**src/dlh_pkg.sv**
```systemverilog
// constants and types for the debug link handshake and abort block
package dlh_pkg;
	localparam logic [7:0] DLH_SYNC_DETECT_CYC = 8'h80;
	localparam logic [7:0] DLH_SYNC_GAP_CYC = 8'h10;
	localparam logic [7:0] DLH_SYNC_LOW_CYC = 8'h80;
	localparam logic [7:0] DLH_ACK_LOW_CYC = 8'h10;
	localparam logic [7:0] DLH_ACK_MIN_DELAY_CYC = 8'h20;
	localparam logic [1:0] DLH_ECHO_MASK_CYC = 2'h3;

	typedef enum logic [3:0] {
		DLH_CMD_READ,
		DLH_CMD_WRITE,
		DLH_CMD_HS_ON,
		DLH_CMD_HS_OFF,
		DLH_CMD_HALT,
		DLH_CMD_RESUME,
		DLH_CMD_RUN_TO_HALT,
		DLH_CMD_STEP,
		DLH_CMD_OTHER
	} dlh_cmd_e;

	typedef enum logic [2:0] {
		DLH_DRV_IDLE,
		DLH_DRV_GAP,
		DLH_DRV_SYNC_LOW,
		DLH_DRV_ACK_LOW,
		DLH_DRV_SPEEDUP
	} dlh_drv_e;
endpackage

```
**src/dlh_core.sv**
```systemverilog
// acknowledge handshake and abort logic of the single wire debug port
`timescale 1ns/1ps
`default_nettype none
module dlh_core (
	input wire logic core_clk,
	input wire logic reset,
	input wire logic clk_en,
	input wire logic pin_in,
	output logic pin_out,
	output logic pin_oe_n,
	input wire logic cmd_valid,
	input wire dlh_pkg::dlh_cmd_e cmd_kind,
	input wire logic bus_done,
	input wire logic fw_busy,
	input wire logic cpu_enter_software_breakpoint_instr,
	input wire logic cpu_leave_software_breakpoint_instr,
	output logic hs_enabled,
	output logic ack_active,
	output logic sync_active,
	output logic cmd_cancel,
	output logic cmd_start
);
	// event that completes the pending command, per kind
	function automatic logic ack_event(input dlh_pkg::dlh_cmd_e k,
		input logic bd, input logic en, input logic lv);
		case (k)
			dlh_pkg::DLH_CMD_READ: ack_event = bd;
			dlh_pkg::DLH_CMD_WRITE: ack_event = bd;
			dlh_pkg::DLH_CMD_HS_ON: ack_event = 1'b1;
			dlh_pkg::DLH_CMD_HALT: ack_event = en;
			dlh_pkg::DLH_CMD_RESUME: ack_event = lv;
			dlh_pkg::DLH_CMD_RUN_TO_HALT: ack_event = en;
			dlh_pkg::DLH_CMD_STEP: ack_event = en;
			default: ack_event = 1'b0;
		endcase
	endfunction

	logic sync1_reg, sync2_reg, sync3_reg, lvl_reg, lvl_next;
	logic [1:0] mask_reg;
	logic [7:0] low_cnt_reg, since_reg, cnt_reg;
	logic sync_seen_reg, hs_reg, pend_reg, done_reg, arm_reg;
	dlh_pkg::dlh_cmd_e kind_reg;
	dlh_pkg::dlh_drv_e drv_reg, drv_next;
	logic [7:0] cnt_next;
	logic host_ok, host_fall, host_rise, sync_hit, start_sync;
	logic abort, keep_cmd, launch, evt, is_rw, protect, acked_kind;

	// pin synchroniser, level accepted once second and third agree
	always_ff @(posedge core_clk or posedge reset) begin
		if (reset) begin
			sync1_reg <= 1'b1;
			sync2_reg <= 1'b1;
			sync3_reg <= 1'b1;
			lvl_reg <= 1'b1;
		end else if (clk_en) begin
			sync1_reg <= pin_in;
			sync2_reg <= sync1_reg;
			sync3_reg <= sync2_reg;
			lvl_reg <= lvl_next;
		end
	end

	// host edges, ignored while we drive and while our echo settles
	assign lvl_next = (sync2_reg == sync3_reg) ? sync3_reg : lvl_reg;
	assign host_ok = (drv_reg == dlh_pkg::DLH_DRV_IDLE) && (mask_reg == 2'h0);
	assign host_fall = host_ok && lvl_reg && !lvl_next;
	assign host_rise = host_ok && !lvl_reg && lvl_next;
	assign sync_hit = host_ok && !lvl_next && !sync_seen_reg &&
		(low_cnt_reg == dlh_pkg::DLH_SYNC_DETECT_CYC - 8'h01);
	assign start_sync = sync_seen_reg && host_rise;

	// abort decode: long pulse at detection, short one at its falling edge
	assign abort = sync_hit || (host_fall && pend_reg);
	assign is_rw = (kind_reg == dlh_pkg::DLH_CMD_READ) ||
		(kind_reg == dlh_pkg::DLH_CMD_WRITE);
	assign protect = (kind_reg == dlh_pkg::DLH_CMD_RESUME) ||
		(kind_reg == dlh_pkg::DLH_CMD_RUN_TO_HALT) ||
		(kind_reg == dlh_pkg::DLH_CMD_STEP);
	assign keep_cmd = protect || (is_rw && fw_busy);
	assign evt = ack_event(kind_reg, bus_done, cpu_enter_software_breakpoint_instr,
		cpu_leave_software_breakpoint_instr);
	assign acked_kind = (cmd_kind != dlh_pkg::DLH_CMD_OTHER) &&
		(cmd_kind != dlh_pkg::DLH_CMD_HS_OFF);
	// ack waits for completion and minimum gap; no check of the wire
	assign launch = pend_reg && done_reg && !sync_seen_reg &&
		(since_reg >= dlh_pkg::DLH_ACK_MIN_DELAY_CYC) &&
		(drv_reg == dlh_pkg::DLH_DRV_IDLE);

	// low time counter and timing reference request flag
	always_ff @(posedge core_clk or posedge reset) begin
		if (reset) begin
			low_cnt_reg <= 8'h00;
			sync_seen_reg <= 1'b0;
		end else if (clk_en) begin
			if (!host_ok || lvl_next)
				low_cnt_reg <= 8'h00;
			else if (low_cnt_reg != dlh_pkg::DLH_SYNC_DETECT_CYC)
				low_cnt_reg <= low_cnt_reg + 8'h01;
			if (sync_hit)
				sync_seen_reg <= 1'b1;
			else if (start_sync)
				sync_seen_reg <= 1'b0;
		end
	end

	// handshake flag, starts disabled
	always_ff @(posedge core_clk or posedge reset) begin
		if (reset)
			hs_reg <= 1'b0;
		else if (clk_en && cmd_valid) begin
			if (cmd_kind == dlh_pkg::DLH_CMD_HS_ON)
				hs_reg <= 1'b1;
			else if (cmd_kind == dlh_pkg::DLH_CMD_HS_OFF)
				hs_reg <= 1'b0;
		end
	end

	// pending acknowledge tracking; a new command outranks an abort
	always_ff @(posedge core_clk or posedge reset) begin
		if (reset) begin
			pend_reg <= 1'b0;
			done_reg <= 1'b0;
			kind_reg <= dlh_pkg::DLH_CMD_OTHER;
			since_reg <= 8'h00;
		end else if (clk_en) begin
			if (cmd_valid) begin
				kind_reg <= cmd_kind;
				since_reg <= 8'h00;
				done_reg <= 1'b0;
				pend_reg <= acked_kind && (hs_reg ||
					cmd_kind == dlh_pkg::DLH_CMD_HS_ON);
			end else begin
				if (since_reg != dlh_pkg::DLH_ACK_MIN_DELAY_CYC)
					since_reg <= since_reg + 8'h01;
				if (abort || launch) begin
					pend_reg <= 1'b0;
					done_reg <= 1'b0;
				end else if (pend_reg && evt)
					done_reg <= 1'b1;
			end
		end
	end

	// pin driver sequencing for reference reply and ack
	always_comb begin
		drv_next = drv_reg;
		cnt_next = cnt_reg + 8'h01;
		case (drv_reg)
			dlh_pkg::DLH_DRV_IDLE: begin
				cnt_next = 8'h00;
				if (start_sync)
					drv_next = dlh_pkg::DLH_DRV_GAP;
				else if (launch)
					drv_next = dlh_pkg::DLH_DRV_ACK_LOW;
			end
			dlh_pkg::DLH_DRV_GAP: begin
				if (cnt_reg == dlh_pkg::DLH_SYNC_GAP_CYC - 8'h01) begin
					drv_next = dlh_pkg::DLH_DRV_SYNC_LOW;
					cnt_next = 8'h00;
				end
			end
			dlh_pkg::DLH_DRV_SYNC_LOW: begin
				if (cnt_reg == dlh_pkg::DLH_SYNC_LOW_CYC - 8'h01)
					drv_next = dlh_pkg::DLH_DRV_SPEEDUP;
			end
			dlh_pkg::DLH_DRV_ACK_LOW: begin
				if (cnt_reg == dlh_pkg::DLH_ACK_LOW_CYC - 8'h01)
					drv_next = dlh_pkg::DLH_DRV_SPEEDUP;
			end
			dlh_pkg::DLH_DRV_SPEEDUP: begin
				drv_next = dlh_pkg::DLH_DRV_IDLE;
				cnt_next = 8'h00;
			end
			default: begin
				drv_next = dlh_pkg::DLH_DRV_IDLE;
				cnt_next = 8'h00;
			end
		endcase
	end

	// driver state and echo mask
	always_ff @(posedge core_clk or posedge reset) begin
		if (reset) begin
			drv_reg <= dlh_pkg::DLH_DRV_IDLE;
			cnt_reg <= 8'h00;
			mask_reg <= 2'h0;
		end else if (clk_en) begin
			drv_reg <= drv_next;
			cnt_reg <= cnt_next;
			if (drv_reg == dlh_pkg::DLH_DRV_SPEEDUP)
				mask_reg <= dlh_pkg::DLH_ECHO_MASK_CYC;
			else if (mask_reg != 2'h0)
				mask_reg <= mask_reg - 2'h1;
		end
	end

	// registered outputs; pin drive and ack flag taken from the next driver state
	always_ff @(posedge core_clk or posedge reset) begin
		if (reset) begin
			pin_out <= 1'b0;
			pin_oe_n <= 1'b1;
			ack_active <= 1'b0;
			sync_active <= 1'b0;
			cmd_cancel <= 1'b0;
			cmd_start <= 1'b0;
			arm_reg <= 1'b0;
			hs_enabled <= 1'b0;
		end else if (clk_en) begin
			pin_out <= (drv_next == dlh_pkg::DLH_DRV_SPEEDUP);
			pin_oe_n <= (drv_next == dlh_pkg::DLH_DRV_IDLE) ||
				(drv_next == dlh_pkg::DLH_DRV_GAP);
			ack_active <= (drv_next == dlh_pkg::DLH_DRV_ACK_LOW);
			sync_active <= sync_hit || sync_seen_reg ||
				(drv_next == dlh_pkg::DLH_DRV_GAP) ||
				(drv_next == dlh_pkg::DLH_DRV_SYNC_LOW);
			cmd_cancel <= abort && pend_reg && !keep_cmd;
			cmd_start <= host_fall && arm_reg && !abort;
			if (abort)
				arm_reg <= 1'b1;
			else if (host_fall)
				arm_reg <= 1'b0;
			hs_enabled <= (cmd_valid && cmd_kind == dlh_pkg::DLH_CMD_HS_ON) ||
				(hs_reg && !(cmd_valid && cmd_kind == dlh_pkg::DLH_CMD_HS_OFF));
		end
	end

	// own count of cycles since the last command, for the ack gap check
	logic [7:0] gap_chk_reg;
	always_ff @(posedge core_clk or posedge reset) begin
		if (reset)
			gap_chk_reg <= 8'h00;
		else if (clk_en) begin
			if (cmd_valid)
				gap_chk_reg <= 8'h00;
			else if (gap_chk_reg != 8'hff)
				gap_chk_reg <= gap_chk_reg + 8'h01;
		end
	end
endmodule
`default_nettype wire

```
**config.mk**
```make
export PLATFORM = sky130hd
export DESIGN_NAME = dlh_core
export DESIGN_NICKNAME = d
export VERILOG_FILES = /design/src/dlh_pkg.sv /design/src/dlh_core.sv
export SDC_FILE = /design/constraint.sdc
export NUM_CORES = 1
export LEC_CHECK = 0
export BUFFER_PORTS_ARGS = -buffer_cell sky130_fd_sc_hd__buf_2
export CORE_MARGIN = 5
export CORE_UTILIZATION = 47
export CTS_CLUSTER_DIAMETER = 100
export DETAILED_ROUTE_END_ITERATION = 12
export PLACE_DENSITY = 0.67
export SYNTH_ARGS = -nofsm -noshare
export SYNTH_HDL_FRONTEND = slang
export SYNTH_SLANG_ARGS = --single-unit
```
**constraint.sdc**
```tcl
create_clock -name core_clk -period 6.2 [get_ports core_clk]
set_input_delay 0.31 -clock core_clk [delete_from_list [all_inputs] [get_ports core_clk]]
set_output_delay 0.31 -clock core_clk [all_outputs]
set_load 0.03 [all_outputs]
```
==> impl_metrics.json <==
{
  "wire_per_inst_um": 14.15,
  "cp-start-kind": "register",
  "n_antenna_cell": 0,
  "synth.top_cell.area_share_pct": 40.82,
  "grt_pass1_vias": 1985,
  "worstSetupEndpointType": "register",
  "num_vias": 2009,
  "fmax_mhz": 422.0,
  "fin_ws_ns": 3.830,
  "synthToLayoutAreaGrowth_pct": 9.397,
  "syn_area_um2": 2636,
  "rsz0062_at_grt": "no",
  "p_leak_uw": 0.001219,
  "cp_data_required_time_ns": 6.38,
  "ys_seq_area_share_pct": 46.80,
  "fillers": 526,
  "async_flop_share_pct": 100.0,
  "finalPower_uw": 925.0,
  "ys_warn_count": 0,
  "clockRootBuffer": "clkbuf_8",
  "min_to": "sync1_reg$_DFFE_PP1P_",
  "fin_cells": 363,
  "clock-sinks": 49,
  "core-area_um2": 5473,
  "setup_viol": 0,
  "status": "finished, final reports clean",
  "die_x_um": 84.90,
  "hp-start": "pin_in",
  "dr.pass1.iters": 4,
  "fin_crit_ns": 2.370,
  "hold_violations": 0,
  "drv_cap": 0,
  "clk_path_buf_depth": 2,
  "drive_gt1_share_pct": 18.90,
  "yosys-top-cells-count": "43 x dfrtp_1, 26 x nand2_1, 23 x a21oi_1",
  "yosys.area.top_type": "dfrtp_1",
  "grt_pass1_wl_mm": 9.190,
  "worstSkewPairLatency_ns": 0.30,
  "fin_nets": 309,
  "cp-startpoint": "mask_reg[0]$_DFFE_PP0P_",
  "skew_ns": 0.01053,
  "drcViolationCount": 0,
  "gp_congestion": 0.7804,
  "cts_resized": 0,
  "path_max_fanout": 12,
  "drt-initial-drc-count": 109,
  "holdPathStages": 2,
  "yosysUniqueCellTypes": 51,
  "via_per_inst": 5.534,
  "max_slew.worst_pin.slew_ns": 1.019,
  "synth.most_common_cell": "dfrtp_1",
  "dieArea_um2": 7207,
  "ys_ff_latch": 49,
  "pre_cts_ws_ns": 3.832,
  "worst_hold_slack_ns": 0.2439,
  "antenna_found_initial": 0,
  "hold_buffers": 0,
  "p_per_area_nw_per_um2": 320.7,
  "grt.total_usage_pct": 15.45,
  "synth_edf_count": 0,
  "postSynthCellCount": 274,
  "die_h_um": 84.90,
  "post-cts-setup-buffers": 0,
  "overflow": 0,
  "r2r_slack_ns": 3.83,
  "worstSetupPathType": "register to register",
  "maxSlewViolCount": 0,
  "dp_cells": 355,
  "worstPathArrival_ns": 2.55,
  "initial_utilization_pct": 48.17,
  "tritoncts": "built",
  "ir_drop_mv": 0.1989,
  "rows": 27,
  "regToRegStartpoint": "mask_reg[0]$_DFFE_PP0P_",
  "reg2reg_depth": 7,
  "cts_made_buffers": 5,
  "ios": 20,
  "relSlewSlack_pct": 31.98,
  "syn_avg_cell_area_um2": 9.621,
  "detail-route-antenna-nets": 0,
  "synth_nets": 293,
  "synth-main-ff-cell": "dfrtp_1",
  "h-tree-depth": 2,
  "dp_hpwl_mm": 3.537,
  "grt_max_degree": 50,
  "hold_path_class": "input pin to register",
  "worstReg2RegEnd": "low_cnt_reg[7]$_DFFE_PP0P_",
  "ys_top_cells_by_area": "dfrtp_1 41%, dfstp_2 6.0%, a21oi_1 4.4%, nand2_1 3.7%, o21ai_0 3.6%",
  "drt-total-wl_mm": 5.137,
  "min_period_over_period_pct": 38.22,
  "buffer_ports.inserted": 19,
  "path_clk_slew_ns": 0.09,
  "fin_setup_tns_ns": 0
}
[cells by family after synthesis]
kind of cell,count (synthesis),synth area share [%]
fa+ha+maj,7,3.227
compound gates,74,18.79
mux,8,3.370
buf+inv,28,4.603
simple gates,97,19.55
xor+xnor,11,3.655
flops,49,46.80
[placed cells by master (no fill, tap or decap), types with 6 or more instances in the layout]
cell,count
dfrtp_1,43
nand3_1,10
xnor2_1,8
inv_1,17
a21oi_1,23
clkbuf_8,6
mux2_2,7
buf_2,19
nor2_1,21
ha_1,6
o2bb2ai_1,7
nor3_1,13
nand2_1,26
dfstp_2,6
nand4_1,6
o21ai_0,19
[routing by layer]
metal | wire (µm) | vias up | part of all wire, % | GRT usage, %
met5 | 0 | - | 0 | 0
met4 | 70 | 0 | 1.4 | 5.180
met3 | 111 | 7 | 2.2 | 2.524
met2 | 2363 | 19 | 46 | 24.70
met1 | 2592 | 963 | 50 | 21.40
li1 | - | 1020 | - | -
[area by class of cell]
class | count | area (µm²) | area share, %
flip-flops and latches | 49 | 1234 | 42.78
well taps | 72 | 90.09 | 3.124
clock buffers | 7 | 86.33 | 2.993
repair buffers | 19 | 95.09 | 3.297
inverters | 18 | 67.56 | 2.343
multi-input cells | 197 | 1281 | 44.43
clock inverters | 1 | 30.03 | 1.041
[worst max-delay path by stage]
stage                            endpoint  cells after the start
4_1_cts        low_cnt_reg[7]$_DFFE_PP0P_                      7
3_5_place_dp   low_cnt_reg[7]$_DFFE_PP0P_                      7
5_1_grt        low_cnt_reg[5]$_DFFE_PP0P_                      7
6_report       low_cnt_reg[7]$_DFFE_PP0P_                      7
3_3_place_gp   low_cnt_reg[7]$_DFFE_PP0P_                      7
2_1_floorplan  low_cnt_reg[5]$_DFFE_PP0P_                      9
[per-stage QoR]
stage | util, % | instance area [µm²]
global route | 52.70 | 2884
finish | 52.70 | 2884
detailed placement | 50.57 | 2768
floorplan | - | 2636
global placement | 50.57 | 2768
CTS | 52.70 | 2884
[worst max-delay path: stages (launching register included)]
cell and delay (ns):
dfrtp_1 0.40, inv_1 0.07, ha_1 0.18, or4b_1 0.59, o41ai_4 0.66, nor3_1 0.13, xnor2_1 0.17, nor2_1 0.05
[report_power, final]
part	switching, µW	internal [µW]	total (µW)
logic	131	103	234
registers	69.1	387	456
clock network	103	132	234
No activity file was read; power rests on OpenSTA's default activity.
